### config.mk
export PLATFORM = sky130hd
export DESIGN_NAME = stp_port_gate
export DESIGN_NICKNAME = d
export VERILOG_FILES = /design/src/hw/stp_dscp_pkg.sv /design/src/hw/dscp_prio_map.sv /design/src/hw/stp_port_gate.sv
export SDC_FILE = /design/constraint.sdc
export NUM_CORES = 1
export LEC_CHECK = 0
export ABC_AREA = 1
export BUFFER_PORTS_ARGS = -buffer_cell sky130_fd_sc_hd__buf_2
export CORE_AREA = 5 5 184 186
export CTS_CLUSTER_DIAMETER = 80
export CTS_CLUSTER_SIZE = 40
export DETAILED_ROUTE_END_ITERATION = 10
export DIE_AREA = 0 0 189 191
export PLACE_DENSITY = 0.61
export SLEW_MARGIN = 20
export SYNTH_ARGS = -nofsm -noshare
export SYNTH_HDL_FRONTEND = slang
export SYNTH_SLANG_ARGS = --single-unit
### constraint.sdc
create_clock -name i_ref_clk -period 1.7 [get_ports i_ref_clk]
set_input_delay 0.34 -clock i_ref_clk [delete_from_list [all_inputs] [get_ports i_ref_clk]]
set_output_delay 0.34 -clock i_ref_clk [all_outputs]
set_load 0.005 [all_outputs]
### src/hw/stp_dscp_pkg.sv
package stp_dscp_pkg;
  // ----------------------------------------------------------------
  // register indices (byte address is four times the index)
  // ----------------------------------------------------------------
  localparam logic [7:0] IDX_GLOBAL = 8'h02; // flush strobes
  localparam logic [7:0] IDX_TAIL = 8'h03; // processor port options
  localparam logic [7:0] IDX_P1_CTRL = 8'h12; // port 1 stp controls
  localparam logic [7:0] IDX_P2_CTRL = 8'h22; // port 2 stp controls
  localparam logic [7:0] IDX_TOS_FIRST = 8'h60; // first code-point table byte
  localparam logic [7:0] IDX_TOS_LAST = 8'h6F; // last code-point table byte
  localparam logic [7:0] IDX_STATUS = 8'h70; // last decision, read only
  // ----------------------------------------------------------------
  // field positions
  // ----------------------------------------------------------------
  localparam int FLUSH_DYN_BIT = 4;
  localparam int FLUSH_STA_BIT = 5;
  localparam int TAIL_EN_BIT = 6;
  localparam int TX_EN_BIT = 2;
  localparam int RX_EN_BIT = 1;
  localparam int LRN_DIS_BIT = 0;
  // ----------------------------------------------------------------
  // values after reset
  // ----------------------------------------------------------------
  localparam logic [2:0] PORT_CTRL_RST = 3'h6; // forwarding state
  localparam logic TAIL_EN_RST = 1'b0;
  localparam logic [7:0] TOS_RST = 8'h00;
  // ----------------------------------------------------------------
  // bus answers, ports, tail codes
  // ----------------------------------------------------------------
  localparam logic [1:0] RESP_OKAY = 2'h0;
  localparam logic [1:0] RESP_SLVERR = 2'h2;
  localparam logic [1:0] SRC_P1 = 2'h1;
  localparam logic [1:0] SRC_P2 = 2'h2;
  localparam logic [1:0] SRC_CPU = 2'h3;
  localparam logic [2:0] MASK_CPU = 3'h4; // bit0 port1, bit1 port2, bit2 port3
  localparam logic [1:0] TAIL_LOOKUP = 2'h0;

  // frame presented by the lookup engine, one per valid cycle
  typedef struct packed {
    logic valid;
    logic [1:0] src; // ingress port 1..3
    logic [2:0] dst; // lookup result mask
    logic ovr; // static entry hit with override bit
    logic is_ip;
    logic [7:0] tos;
    logic [7:0] tail; // tail byte of a processor frame
  } frame_t;

  // decision returned one cycle later
  typedef struct packed {
    logic valid;
    logic [2:0] fwd;
    logic learn;
    logic [1:0] prio;
  } dec_t;

  typedef enum logic [1:0] {
    WR_IDLE = 2'b01,
    WR_RESP = 2'b10
  } wr_state_t;
endpackage

### src/hw/dscp_prio_map.sv
`timescale 1ns/1ps
// ------------------------------------------------------------------
// code-point to priority lookup
// ------------------------------------------------------------------
module dscp_prio_map #(
  parameter int CP_W = 6,
  parameter int PRIO_W = 2
) (
  input wire logic [(2**CP_W)*PRIO_W-1:0] i_tbl, // packed table, code point 0 lowest
  input wire logic [7:0] i_tos, // whole tos byte
  output logic [PRIO_W-1:0] o_prio
);
  logic [CP_W-1:0] cp; // upper bits of tos select the entry

  // fully decoded: every code point owns its own field
  always_comb begin
    cp = i_tos[7:8-CP_W];
    o_prio = i_tbl[cp*PRIO_W +: PRIO_W];
  end
endmodule

### src/hw/stp_port_gate.sv
// Chosen here: register access over AXI4-Lite and the placing of the registers.
`timescale 1ns/1ps
// Summary of operation
// - ip frames take priority from code-point table, except tagged processor frames
// - table lives in writable registers 96 to 111
// - port 3 is processor, never stp gated
// - per-port tx, rx, learn-disable in 18, 34
// - disabled port passes no user traffic, learns nothing
// - blocking forwards only frames to processor
// - listening passes only processor traffic, no learning
// - learning state learns but forwards processor traffic
// - forwarding state forwards, receives and learns normally
// - override static hit from port 1 or 2 always reaches processor
// - register 2 bits 5,4 flush learn-disabled ports
// - discarding uses tx 0, rx 0, learn-disable 1
// - processor tail byte low bits pick destination
// - tail tagging enabled by register 3 bit 6
module stp_port_gate #(
  parameter int ADDR_W = 9
) (
  input wire logic i_ref_clk,
  input wire logic i_nrst,
  input wire logic i_s_axi_awvalid,
  output logic o_s_axi_awready,
  input wire logic [ADDR_W-1:0] i_s_axi_awaddr,
  input wire logic i_s_axi_wvalid,
  output logic o_s_axi_wready,
  input wire logic [31:0] i_s_axi_wdata,
  input wire logic [3:0] i_s_axi_wstrb,
  output logic o_s_axi_bvalid,
  input wire logic i_s_axi_bready,
  output logic [1:0] o_s_axi_bresp,
  input wire logic i_s_axi_arvalid,
  output logic o_s_axi_arready,
  input wire logic [ADDR_W-1:0] i_s_axi_araddr,
  output logic o_s_axi_rvalid,
  input wire logic i_s_axi_rready,
  output logic [31:0] o_s_axi_rdata,
  output logic [1:0] o_s_axi_rresp,
  input wire stp_dscp_pkg::frame_t i_frm,
  output stp_dscp_pkg::dec_t o_dec,
  output logic o_flush_dyn,
  output logic o_flush_sta,
  output logic [1:0] o_flush_ports
);
  import stp_dscp_pkg::*;

  // ----------------------------------------------------------------
  // decode helpers
  // ----------------------------------------------------------------
  function automatic logic [7:0] reg_index(input logic [ADDR_W-1:0] addr);
    reg_index = 8'(addr[ADDR_W-1:2]); // low address bits ignored
  endfunction

  function automatic logic is_mapped(input logic [7:0] idx);
    is_mapped = (idx == IDX_GLOBAL) || (idx == IDX_TAIL) || (idx == IDX_P1_CTRL) ||
      (idx == IDX_P2_CTRL) || (idx == IDX_STATUS) ||
      (idx >= IDX_TOS_FIRST && idx <= IDX_TOS_LAST);
  endfunction

  // ----------------------------------------------------------------
  // state
  // ----------------------------------------------------------------
  wr_state_t wr_state, next_wr_state; // write response sequencer
  logic aw_full, next_aw_full; // address held
  logic w_full, next_w_full; // data held
  logic [ADDR_W-1:0] aw_addr, next_aw_addr;
  logic [7:0] w_byte, next_w_byte;
  logic w_lane, next_w_lane; // low byte lane enabled
  logic [1:0] bresp, next_bresp;
  logic rvalid, next_rvalid;
  logic [31:0] rdata, next_rdata;
  logic [1:0] rresp, next_rresp;
  logic [2:0] pctl [2], next_pctl [2]; // {tx_en, rx_en, lrn_dis} per port
  logic tail_en, next_tail_en;
  logic [15:0][7:0] tos, next_tos; // code-point table bytes
  logic flush_dyn, next_flush_dyn;
  logic flush_sta, next_flush_sta;
  logic [1:0] flush_ports, next_flush_ports;
  dec_t dec, next_dec;
  logic do_write; // both halves held, apply now
  logic [7:0] widx, ridx;
  logic [1:0] tx_en, rx_en, lrn_dis; // per port, bit0 = port 1
  logic [1:0] dscp_prio; // lookup result for the current frame

  // ----------------------------------------------------------------
  // code-point lookup
  // ----------------------------------------------------------------
  dscp_prio_map #(.CP_W(6), .PRIO_W(2)) u_map (
    .i_tbl(tos),
    .i_tos(i_frm.tos),
    .o_prio(dscp_prio)
  );

  // per-port control fields as vectors
  for (genvar p = 0; p < 2; p++) begin : g_port
    assign tx_en[p] = pctl[p][TX_EN_BIT];
    assign rx_en[p] = pctl[p][RX_EN_BIT];
    assign lrn_dis[p] = pctl[p][LRN_DIS_BIT];
  end

  // ----------------------------------------------------------------
  // write channel
  // ----------------------------------------------------------------
  assign do_write = aw_full && w_full && (wr_state == WR_IDLE);
  assign o_s_axi_awready = !aw_full && (wr_state == WR_IDLE);
  assign o_s_axi_wready = !w_full && (wr_state == WR_IDLE);
  assign o_s_axi_bvalid = (wr_state == WR_RESP);
  assign o_s_axi_bresp = bresp;
  assign widx = reg_index(aw_addr);

  // address and data are taken in either order, then applied together
  always_comb begin
    next_wr_state = wr_state;
    next_aw_full = aw_full;
    next_w_full = w_full;
    next_aw_addr = aw_addr;
    next_w_byte = w_byte;
    next_w_lane = w_lane;
    next_bresp = bresp;
    if (i_s_axi_awvalid && o_s_axi_awready) begin
      next_aw_full = 1'b1;
      next_aw_addr = i_s_axi_awaddr;
    end
    if (i_s_axi_wvalid && o_s_axi_wready) begin
      next_w_full = 1'b1;
      next_w_byte = i_s_axi_wdata[7:0];
      next_w_lane = i_s_axi_wstrb[0];
    end
    case (wr_state)
      WR_IDLE: begin
        if (do_write) begin
          next_wr_state = WR_RESP;
          next_aw_full = 1'b0;
          next_w_full = 1'b0;
          next_bresp = is_mapped(widx) ? RESP_OKAY : RESP_SLVERR;
        end
      end
      WR_RESP: begin
        if (i_s_axi_bready) begin
          next_wr_state = WR_IDLE;
        end
      end
      default: begin
        next_wr_state = WR_IDLE;
      end
    endcase
  end

  always_ff @(posedge i_ref_clk or negedge i_nrst) begin
    if (!i_nrst) begin
      wr_state <= WR_IDLE;
      aw_full <= 1'b0;
      w_full <= 1'b0;
      aw_addr <= '0;
      w_byte <= 8'h00;
      w_lane <= 1'b0;
      bresp <= RESP_OKAY;
    end else begin
      wr_state <= next_wr_state;
      aw_full <= next_aw_full;
      w_full <= next_w_full;
      aw_addr <= next_aw_addr;
      w_byte <= next_w_byte;
      w_lane <= next_w_lane;
      bresp <= next_bresp;
    end
  end

  // ----------------------------------------------------------------
  // configuration registers and flush strobes
  // ----------------------------------------------------------------
  // flush bits are strobes, not storage: they read back as zero
  always_comb begin
    next_pctl = pctl;
    next_tail_en = tail_en;
    next_tos = tos;
    next_flush_dyn = 1'b0;
    next_flush_sta = 1'b0;
    next_flush_ports = lrn_dis;
    if (do_write && w_lane) begin
      if (widx == IDX_GLOBAL) begin
        // only ports with learning disabled are flushed
        next_flush_dyn = w_byte[FLUSH_DYN_BIT] && (|lrn_dis);
        next_flush_sta = w_byte[FLUSH_STA_BIT] && (|lrn_dis);
      end else if (widx == IDX_TAIL) begin
        next_tail_en = w_byte[TAIL_EN_BIT];
      end else if (widx == IDX_P1_CTRL) begin
        next_pctl[0] = w_byte[2:0];
      end else if (widx == IDX_P2_CTRL) begin
        next_pctl[1] = w_byte[2:0];
      end else if (widx >= IDX_TOS_FIRST && widx <= IDX_TOS_LAST) begin
        next_tos[widx[3:0]] = w_byte;
      end
    end
  end

  always_ff @(posedge i_ref_clk or negedge i_nrst) begin
    if (!i_nrst) begin
      pctl[0] <= PORT_CTRL_RST;
      pctl[1] <= PORT_CTRL_RST;
      tail_en <= TAIL_EN_RST;
      tos <= {16{TOS_RST}};
      flush_dyn <= 1'b0;
      flush_sta <= 1'b0;
      flush_ports <= 2'h0;
    end else begin
      pctl <= next_pctl;
      tail_en <= next_tail_en;
      tos <= next_tos;
      flush_dyn <= next_flush_dyn;
      flush_sta <= next_flush_sta;
      flush_ports <= next_flush_ports;
    end
  end

  assign o_flush_dyn = flush_dyn;
  assign o_flush_sta = flush_sta;
  assign o_flush_ports = flush_ports;

  // ----------------------------------------------------------------
  // read channel
  // ----------------------------------------------------------------
  assign o_s_axi_arready = !rvalid;
  assign o_s_axi_rvalid = rvalid;
  assign o_s_axi_rdata = rdata;
  assign o_s_axi_rresp = rresp;
  assign ridx = reg_index(i_s_axi_araddr);

  // data held until the master takes it; one read at a time
  always_comb begin
    next_rvalid = rvalid;
    next_rdata = rdata;
    next_rresp = rresp;
    if (rvalid && i_s_axi_rready) begin
      next_rvalid = 1'b0;
    end else if (i_s_axi_arvalid && !rvalid) begin
      next_rvalid = 1'b1;
      next_rresp = is_mapped(ridx) ? RESP_OKAY : RESP_SLVERR;
      next_rdata = 32'h0;
      if (ridx == IDX_TAIL) begin
        next_rdata[TAIL_EN_BIT] = tail_en;
      end else if (ridx == IDX_P1_CTRL) begin
        next_rdata[2:0] = pctl[0];
      end else if (ridx == IDX_P2_CTRL) begin
        next_rdata[2:0] = pctl[1];
      end else if (ridx >= IDX_TOS_FIRST && ridx <= IDX_TOS_LAST) begin
        next_rdata[7:0] = tos[ridx[3:0]];
      end else if (ridx == IDX_STATUS) begin
        next_rdata[6:0] = {dec.valid, dec.fwd, dec.learn, dec.prio};
      end
    end
  end

  always_ff @(posedge i_ref_clk or negedge i_nrst) begin
    if (!i_nrst) begin
      rvalid <= 1'b0;
      rdata <= 32'h0;
      rresp <= RESP_OKAY;
    end else begin
      rvalid <= next_rvalid;
      rdata <= next_rdata;
      rresp <= next_rresp;
    end
  end

  // ----------------------------------------------------------------
  // forwarding, learning and priority decision
  // ----------------------------------------------------------------
  // the decision never routes a frame back to its ingress port
  always_comb begin
    next_dec = '0;
    next_dec.valid = i_frm.valid;
    next_dec.prio = i_frm.is_ip ? dscp_prio : 2'h0;
    if (!i_frm.valid) begin
      next_dec = '0;
    end else if (i_frm.src == SRC_CPU) begin
      // processor port is outside stp control and always learns
      next_dec.learn = 1'b1;
      if (tail_en && i_frm.tail[1:0] != TAIL_LOOKUP) begin
        // directed frames pass in listening and learning as well
        next_dec.fwd = {1'b0, i_frm.tail[1:0]};
      end else begin
        next_dec.fwd = i_frm.dst & {1'b0, tx_en};
      end
      if (tail_en) begin
        next_dec.prio = i_frm.tail[3:2];
      end
    end else if (i_frm.src == SRC_P1 || i_frm.src == SRC_P2) begin
      next_dec.learn = !lrn_dis[i_frm.src[1]];
      if (i_frm.ovr) begin
        // override hits reach the processor whatever the port state
        next_dec.fwd = MASK_CPU;
      end else if (rx_en[i_frm.src[1]]) begin
        next_dec.fwd = i_frm.dst & {1'b1, tx_en} & ~{1'b0, i_frm.src};
      end else begin
        // blocking, listening, learning: processor traffic only
        next_dec.fwd = i_frm.dst & MASK_CPU;
      end
    end else begin
      next_dec.valid = 1'b1; // unknown source: dropped, not learned
    end
  end

  always_ff @(posedge i_ref_clk or negedge i_nrst) begin
    if (!i_nrst) begin
      dec <= '0;
    end else begin
      dec <= next_dec;
    end
  end

  assign o_dec = dec;
endmodule

==> results of run 1 <==
[layout by cell type, fill, tap and decap left out, types with 8 or more instances in the layout]
master     synthesis  routed
o211ai_1          11      11
buf_2             22      72
nand2_1          431     420
inv_1             42      40
buf_4             26      67
nor2_1            48      45
inv_2              7       9
clkbuf_16          0      17
nand3_1          138     138
nand2_4            4       8
dfrtp_1          172     172
o21ai_1           44      59
buf_12             1      25
o21ai_0          106      88
conb_1             1      26
o221ai_1          20      20
nand2_2            4      11
a21oi_1           38      38
[report_power, final]
group	switching [mW]	internal [mW]
clock network	1.79	2.68
logic	2.56	1.34
registers	0.534	4.88
[how the worst max path moves through the flow]
stage,slack [ns],to,start
floorplan,-0.09,tos[45],wr_state[0]
global placement,-0.19,o_s_axi_rdata[4],i_s_axi_araddr[2]
detailed placement,-0.22,o_s_axi_rdata[4],i_s_axi_araddr[2]
CTS,-0.15,o_s_axi_awready,wr_state[0]
global route,-0.30,tos[65],wr_state[0]
finish,-0.18,tos[64],wr_state[0]
[cells in the mapped netlist (2+ instances only)]
cell type,count
o211ai_1,11
nand2_1,431
nand4_4,3
nand4_1,2
dfstp_2,5
nand3_1,138
clkbuf_1,41
o22ai_1,5
nand4_2,2
nor4_1,2
buf_1,4
nor2_2,4
a211o_1,4
buf_2,22
inv_2,7
inv_1,42
nor3_1,6
dfrtp_1,172
buf_6,4
nor2_1,48
nand3_2,2
a22oi_1,3
o21ai_2,2
mux2_2,5
o21ai_1,44
nand2_4,4
o21ai_0,106
buf_4,26
o221ai_1,20
a21oi_1,38
o21a_1,2
a211oi_1,3
nand2_2,4
or2_2,4
[repair_timing]
item / 4_1_cts / 5_1_grt
hold endpoints to repair: 33 / 0
resized for setup: 21 / 17
endpoints found under the setup margin: 130 / 136
gates cloned: 4 / 0
buffers inserted: 4 / 1
hold buffers: 1 / 0
pin swaps: 11 / 10
[logic make-up (layout without fill, tap and decap cells)]
| logic type | count (synthesis) | in the layout |
|---|---|---|
| flops | 177 | 177 |
| fa+ha+maj | 1 | 1 |
| buf+inv | 148 | 248 |
| mux | 5 | 5 |
| other cells | 1 | 27 |
| simple gates | 655 | 659 |
| compound gates | 243 | 243 |
[final cells by class]
class                   instances  area [sq um]  share of cell area, %
well taps                     408         510.5                  4.345
clock buffers                  18         439.2                  3.738
multi-input cells             934          4562                  38.82
diodes                          1         2.502                0.02130
inverters                      50         192.7                  1.640
clock inverters                14         222.7                  1.895
repair buffers                166          1385                  11.79
flip-flops and latches        177          4436                  37.75
[metal layers]
layer  global-route usage, %  vias to the layer above
met5                       0                        -
met1                   23.82                     4307
li1                        -                     4294
met3                   2.611                       72
met4                   7.763                        0
met2                   26.86                      398
[registers in the layout, indices dropped and copies added, names as in the netlist]
register,flops
aw_addr,7
aw_full,1
lrn_dis,2
o_dec,7
o_flush_dyn,1
o_flush_ports,2
o_flush_sta,1
o_s_axi_bresp,1
o_s_axi_rdata,8
o_s_axi_rresp,1
o_s_axi_rvalid,1
pctl,4
tail_en,1
tos,128
w_byte,8
w_full,1
w_lane,1
wr_state,2
[per-stage QoR]
step | hold slack [ns] | total power [mW] | setup WS (ns) | std cells | setup TNS (ns)
5_1_grt | 0.03804 | 14.47 | -0.2982 | 1768 | -29.23
2_1_floorplan | 0.04441 | 7.361 | -0.08962 | 1255 | -1.934
6_report | 0.03894 | 13.79 | -0.1758 | 1768 | -12.61
3_5_place_dp | 0.2974 | 9.063 | -0.2177 | 1727 | -10.34
3_3_place_gp | 0.2960 | 9.006 | -0.1936 | 1727 | -6.050
4_1_cts | 0.03207 | 13.79 | -0.1542 | 1768 | -11.31
==> impl_metrics.toml, run 1 <==
[status]
status = "finished, violations left"
violations = "negative setup slack"

[clocking]
clkTransAtPathRegs_ns = 0.07
clock_latency_ns = 0.44
cts_max_path_buffers = 2
tritoncts = "built"
cts_sinks = 177
cts_made_buffers = 17
clock_tree.root_cell = "clkbuf_16"
htree_levels = 4

[power]
power_leakage_nw = 5.506
p_per_area_nw_per_um2 = 1174
peakVddDrop_mv = 0.9162

[hold_path]
whs_path_depth = 1
hold_start = "i_frm[23]"
min_to = "o_dec[6]"
hp-class = "input port to flop"

[synth]
async_flop_share_pct = 100.0
synth-xor-area-share_pct = 0
synth_warnings = 0
synthAdderAreaFrac_pct = 0.1324
muxShareOfSynthArea_pct = 0.5956
synth-edff-count = 0
ys_top_cells_by_area = "dfrtp_1, nand2_1, nand3_1"
synth_area_sq_um = 9453
synth.avg_cell_area_sq_um = 7.685
synth-simple-area-share_pct = 29.99
yosysTopAreaCellShare_pct = 45.53
synthFlopType = "dfrtp_1"
ys_seq_elements = 177
ys_seq_area_share_pct = 46.92
synth_top_family_by_area = "simple AND/OR/NAND/NOR gates"
yosysTopAreaCell = "dfrtp_1"
yosysUniqueCellTypes = 48
synth_compound_area_share_pct = 14.61
synthCells = 1230

[worst_setup_path]
critPathRequiredTime_ns = 2.01
cpPeakStageDelay_ns = 0.54
crit_path_cell_trace = "inv_2, nor2_2, inv_2, nor3_4, nand2_2, inv_2, nand2_4, nor2_4, buf_12, nand3_4, nand2_1, o21ai_1"
r2r-start = "wr_state[0]"
worst-path-stages = 12
crit_path_end_kind = "flop"
crit_buf_inv = 4
cp-start-kind = "flop"
arrival_ns = 2.19
critical_path_class = "flop to flop"
path_common_cell = "inv_2"
critPathTopFamily = "simple AND/OR/NAND/NOR gates"
critPathMaxFanout = 8
rrSetupSlack_ns = -0.18
rr_worst_depth = 12
slowest_stage = "dfstp_2"
r2r_end = "tos[64]"

[finish]
fillers = 3263
drive_above_1_share_pct = 19.79
fin_nets = 1432
syn_to_final_growth_pct = 24.30
fin_area_sq_um = 11750
final_util_pct = 36.58

[sta]
setup_viol = 127
max_freq_ghz = 0.5331
setup_slack_ns = -0.1758
slew_viol_final = 0
finClkSkew_ns = 0.01339
fin_crit_ns = 1.876
hold_viol = 0
rsz0062_at_grt = "true"
period_share_pct = 110.3

[die]
die_w_um = 189
rows = 66
core_sq_um = 32120
start_util_pct = 29.43
die_y_um = 191
ios = 137
die-area_sq_um = 36100

[placement]
postPlaceCellArea_sq_um = 10890
hpwlAfterDp_um = 21580
portBuffers = 73
gp_congestion = 0.9342

[job]
drv_cap = 0

[drt]
post_drt_wl_per_cell_um = 17.79
drt-total-wl_um = 31450
drt-initial-drc-count = 917
dr_wl_met3_um = 2275
dr.pass1.iters = 5
ant_nets = 0
met1Wirelength_um = 13610
vias = 9071
drc = 0
via_per_inst = 5.131
top_layer = "met4"
dr_wl_met2_um = 14430

[global_routing]
grt_max_degree = 41
grt_antenna_before_repair = 1
grt_pass1_wl_um = 48920
first_global_vias = 8622
grt_use_total_pct = 17.26
overflow = 0
No activity file was read; power rests on OpenSTA's default activity.
==> inputs of run 2 (changes only) <==
CTS_BUF_LIST = sky130_fd_sc_hd__clkbuf_8   (was default)
==> impl_metrics.toml, run 2 (synthesis results as in run 1) <==
[finish]
fillers = 3201
syn_to_final_growth_pct = 30.47
regMostFlops = "tos"
final_common_cell = "nand2_1"
fin_nets = 1458
final_util_pct = 38.39
num_antenna_cells = 0
drive_above_1_share_pct = 27.65
mostFrequentLayoutCells = "nand2_1, dfrtp_1, nand3_1, o21ai_1"
largest_reg_flops = 128

[worst_setup_path]
critPathMaxFanout = 8
crit_buf_inv = 6
critical_path_class = "flop to flop"
cpPeakStageDelay_ns = 0.55
arrival_ns = 2.31
cp-start-kind = "flop"
slowest_stage = "dfstp_2"
crit_path_end_kind = "flop"
critPathTopFamily = "simple AND/OR/NAND/NOR gates"
path_common_cell = "inv_2"
critPathRequiredTime_ns = 2.05
crit_path_cell_trace = "inv_2, nor2_2, inv_2, nor3_4, nand2_2, inv_2, nand2_4, clkinv_8, buf_12, buf_16, nand2_8, nand2_1, o21ai_1"

[sta]
max_slew_margin_pct = 59.65
period_share_pct = 115.7
max_freq_ghz = 0.5083
slew_viol_final = 0
finalSetupTns_ns = -19.81
tightest_slew_ns = 0.6047
hold_viol = 0
setup_slack_ns = -0.2674
setup_viol = 130
fin_crit_ns = 1.967
finClkSkew_ns = 0.02048
rsz0062_at_grt = "true"

[die]
ios = 137
core_sq_um = 32120
start_util_pct = 29.43
die-area_sq_um = 36100
die_w_um = 189
die_y_um = 191
rows = 66

[clocking]
clkTransAtPathRegs_ns = 0.11
clock_tree.root_cell = "clkbuf_8"
cts_made_buffers = 17
cts_sinks = 177
clock_latency_ns = 0.48
htree_levels = 4
cts_max_path_buffers = 2
tritoncts = "built"

[global_routing]
grt_use_total_pct = 18.41
grt_antenna_before_repair = 0
use_met2_pct = 28.67
grt_pass1_wl_um = 52030
first_global_vias = 9035
overflow = 0
met1_usage_pct = 25.28
use_met3_pct = 3.050
grt_max_degree = 41
grt.busiest_layer = "met2"

[status]
status = "finished, violations left"
violations = "negative setup slack"

[power]
comb_power_share_pct = 33.5
p_per_area_nw_per_um2 = 1092
swShare_pct = 39.21
seq_power_share_pct = 40.5
p_switching_mw = 5.283
internal-power_mw = 8.189
power_frac_clock_pct = 26.0
power_leakage_nw = 5.619
peakVddDrop_mv = 0.9769

[drt]
vias = 9517
drc = 0
post_drt_wl_per_cell_um = 18.92
ant_nets = 0
via_per_inst = 5.308
dr.pass1.iters = 8
drt-initial-drc-count = 987
drt-total-wl_um = 33920

[job]
drv_cap = 0

[placement]
post-place-ws_ns = -0.2177
gp_congestion = 0.9342
hpwlAfterDp_um = 21580
portBuffers = 73

[hold_path]
hp-class = "input port to flop"
==> run 2: cell types whose count changed in the layout (fill, tap and decap cells not counted), moves of 6 or more <==
cell	before	now
nand2_1	420	355
clkbuf_16	17	1
nand2_2	11	67
o21ai_0	88	20
clkbuf_8	1	18
o21ai_2	5	22
nand2_4	8	14
nand2_8	0	11
buf_6	1	8
o21ai_1	59	110
==> run 2: through the flow <==
| stage | power (mW) | instances | hold slack (ns) | area (sq um) |
|---|---|---|---|---|
| floorplan | 7.361 | 1255 | 0.04441 | 9648 |
| global placement | 9.006 | 1727 | 0.2960 | 10890 |
| global route | 14.10 | 1793 | 0.05101 | 12330 |
| CTS | 13.17 | 1787 | 0.01413 | 12020 |
| finish | 13.47 | 1793 | 0.02539 | 12330 |
| detailed placement | 9.063 | 1727 | 0.2974 | 10890 |
==> run 2: what timing repair did <==
item | 4_1_cts | 5_1_grt
gates resized for setup | 150 | 90
setup endpoints to repair | 130 | 141
endpoints found under the hold margin | 34 | 0
hold buffers | 2 | 0
buffers inserted | 13 | 10
pin swaps | 52 | 51
gates cloned | 13 | 1
==> run 2: power groups by stage <==
stage / clock network [mW] / logic [mW] / registers, mW
2_1_floorplan: 0 / 2.02 / 5.34
5_1_grt: 3.72 / 4.84 / 5.54
3_3_place_gp: 0 / 3.57 / 5.43
4_1_cts: 3.55 / 4.22 / 5.40
3_5_place_dp: 0 / 3.62 / 5.44
6_report: 3.51 / 4.51 / 5.45
==> run 2: area by class of cell <==
| class | instances | area, sq um | area share, % |
|---|---|---|---|
| repair buffers | 183 | 1599 | 12.97 |
| clock inverters | 14 | 222.7 | 1.806 |
| clock buffers | 18 | 247.7 | 2.009 |
| flip-flops and latches | 177 | 4436 | 35.96 |
| multi-input cells | 943 | 5117 | 41.49 |
| inverters | 50 | 200.2 | 1.623 |
| well taps | 408 | 510.5 | 4.139 |
==> run 2: path summary, 6_finish.rpt <==
| check | slack [ns] | endpoint | startpoint | cells past startpoint |
|---|---|---|---|---|
| max | -0.27 | tos[120] | wr_state[0] | 13 |
| min | 0.03 | o_s_axi_rvalid | i_s_axi_rready | 2 |
| max reg2reg | -0.27 | tos[120] | wr_state[0] | 13 |
| min reg2reg | 0.46 | o_flush_ports[0] | lrn_dis[0] | 0 |
| max in group asynchronous | 0.68 | tos[114] | i_nrst | 3 |
| min in group asynchronous | 0.36 | tos[45] | i_nrst | 2 |
==> run 2: per-layer routing <==
layer | wire length (um) | share of wire, %
met1 | 14110 | 42
met2 | 15410 | 45
met3 | 2999 | 8.8
met4 | 1395 | 4.1
met5 | 0 | 0
==> inputs of run 3 (changes only) <==
CORE_AREA = 5 5 141 143   (was 5 5 184 186)
DIE_AREA = 0 0 146 148   (was 0 0 189 191)
PLACE_DENSITY = 0.88   (was 0.61)
==> impl_metrics.toml, run 3 (synthesis results as in run 1) <==
[status]
status = "finished, violations left"
violations = "negative setup slack"

[worst_setup_path]
slowest_stage = "dfstp_2"
critPathTopFamily = "simple AND/OR/NAND/NOR gates"
critPathRequiredTime_ns = 2.06
r2r_end = "tos[124]"
rr_worst_depth = 13
r2r-start = "wr_state[0]"
cp-start-kind = "flop"
worst-path-stages = 13
crit_buf_inv = 6
arrival_ns = 2.35
critical_path_class = "flop to flop"
critPathMaxFanout = 8
crit_path_cell_trace = "inv_2, nor2_2, inv_2, nor3_4, nand2_2, inv_2, nand2_4, buf_12, clkinv_8, buf_16, nand2_8, nand2_2, o21ai_1"
path_common_cell = "inv_2"
crit_path_end_kind = "flop"
crit_start = "wr_state[0]"
rrSetupSlack_ns = -0.28
cpPeakStageDelay_ns = 0.55

[placement]
gp_congestion = 1.011
hpwlAfterDp_um = 19730
postPlaceCellArea_sq_um = 10600
dp.cells = 1549
portBuffers = 73
post-place-ws_ns = -0.1702

[sta]
setup_viol = 128
period_share_pct = 116.7
tightest_slew_ns = 0.6527
max_slew_margin_pct = 56.39
slew_viol_final = 0
finalSetupTns_ns = -24.11
max_freq_ghz = 0.5040
finClkSkew_ns = 0.01524
hold_ws_ns = 0.04250
hold_viol = 0
fin_crit_ns = 1.984
rsz0062_at_grt = "true"
setup_slack_ns = -0.2843

[drt]
ant_nets = 0
drc = 0
drt-total-wl_um = 33050
via_per_inst = 6.349
post_drt_wl_per_cell_um = 20.59
drt-initial-drc-count = 1929
vias = 10190
dr.pass1.iters = 7

[power]
finalPower_mw = 12.83
peakVddDrop_mv = 1.299
power_leakage_nw = 5.464
p_per_area_nw_per_um2 = 1081

[hold_path]
whs_path_depth = 2
hp-class = "input port to flop"
min_to = "o_s_axi_rvalid"
hold_start = "i_s_axi_rready"

[clocking]
cts_sinks = 177
cts_made_buffers = 17
clock_latency_ns = 0.49
clock_tree.root_cell = "clkbuf_8"
cts_max_path_buffers = 2
clkTransAtPathRegs_ns = 0.09
tritoncts = "built"
htree_levels = 4

[finish]
fin_nets = 1444
syn_to_final_growth_pct = 25.56
regMostFlops = "tos"
num_antenna_cells = 0
final_util_pct = 64.31
largest_reg_flops = 128
fin_area_sq_um = 11870
mostFrequentLayoutCells = "nand2_1, dfrtp_1, nand3_1, o21ai_1, buf_2"
final_cells = 1605
final_common_cell = "nand2_1"
drive_above_1_share_pct = 26.26

[die]
ios = 137
die_w_um = 146
rows = 50
die-area_sq_um = 21610
start_util_pct = 51.22
die_y_um = 148
core_sq_um = 18460

[global_routing]
grt_antenna_before_repair = 0
first_global_vias = 9491
grt_use_total_pct = 29.04
grt_pass1_wl_um = 49820
overflow = 0
grt_max_degree = 46

[job]
drv_cap = 0
run 3: cell type report:
cell class | count | area, sq um
inverter | 50 | 200.2
timing repair inverter | 1 | 16.27
multi-input combinational | 942 | 5100
timing repair buffer | 169 | 1441
clock inverter | 15 | 147.6
fill | 1375 | 6586
clock buffer | 17 | 234.0
sequential | 177 | 4437
tap | 234 | 292.8
run 3: worst reg2reg max path: stages (launching register included):
cell      delay (ns)
dfstp_2         0.55
inv_2           0.03
nor2_2          0.08
inv_2           0.06
nor3_4          0.14
nand2_2         0.10
inv_2           0.08
nand2_4         0.07
buf_12          0.15
clkinv_8        0.08
buf_16          0.20
nand2_8         0.13
nand2_2         0.11
o21ai_1         0.06
run 3: worst max-delay path by stage:
| stage | endpoint | slack, ns |
|---|---|---|
| floorplan | tos[45] | -0.09 |
| global placement | tos[68] | -0.11 |
| detailed placement | tos[71] | -0.17 |
| CTS | o_s_axi_awready | -0.20 |
| global route | tos[65] | -0.37 |
| finish | tos[124] | -0.28 |
run 3: layer usage:
layer | up-vias | global-route usage, % | wire, um
li1 | 4341 | - | -
met1 | 4649 | 34.93 | 11100
met2 | 921 | 46.55 | 15040
met3 | 279 | 8.277 | 4360
met4 | 0 | 17.59 | 2547
met5 | - | 0 | 0
run 3: what timing repair did:
action / in CTS / in global routing
gates cloned: 12 / 1
resized for setup: 121 / 81
endpoints found under the hold margin: 40 / 0
setup endpoints to repair: 134 / 140
hold buffers: 2 / 0
pin swaps: 46 / 36
buffers inserted: 6 / 4
run 3: where the power goes:
part	internal, mW	total [mW]	leakage [nW]	switching, mW
Clock	1.29	2.89	0.184	1.60
Sequential	4.88	5.48	2.38	0.604
Combinational	1.42	4.45	2.90	3.03
Total	7.59	12.8	5.46	5.24
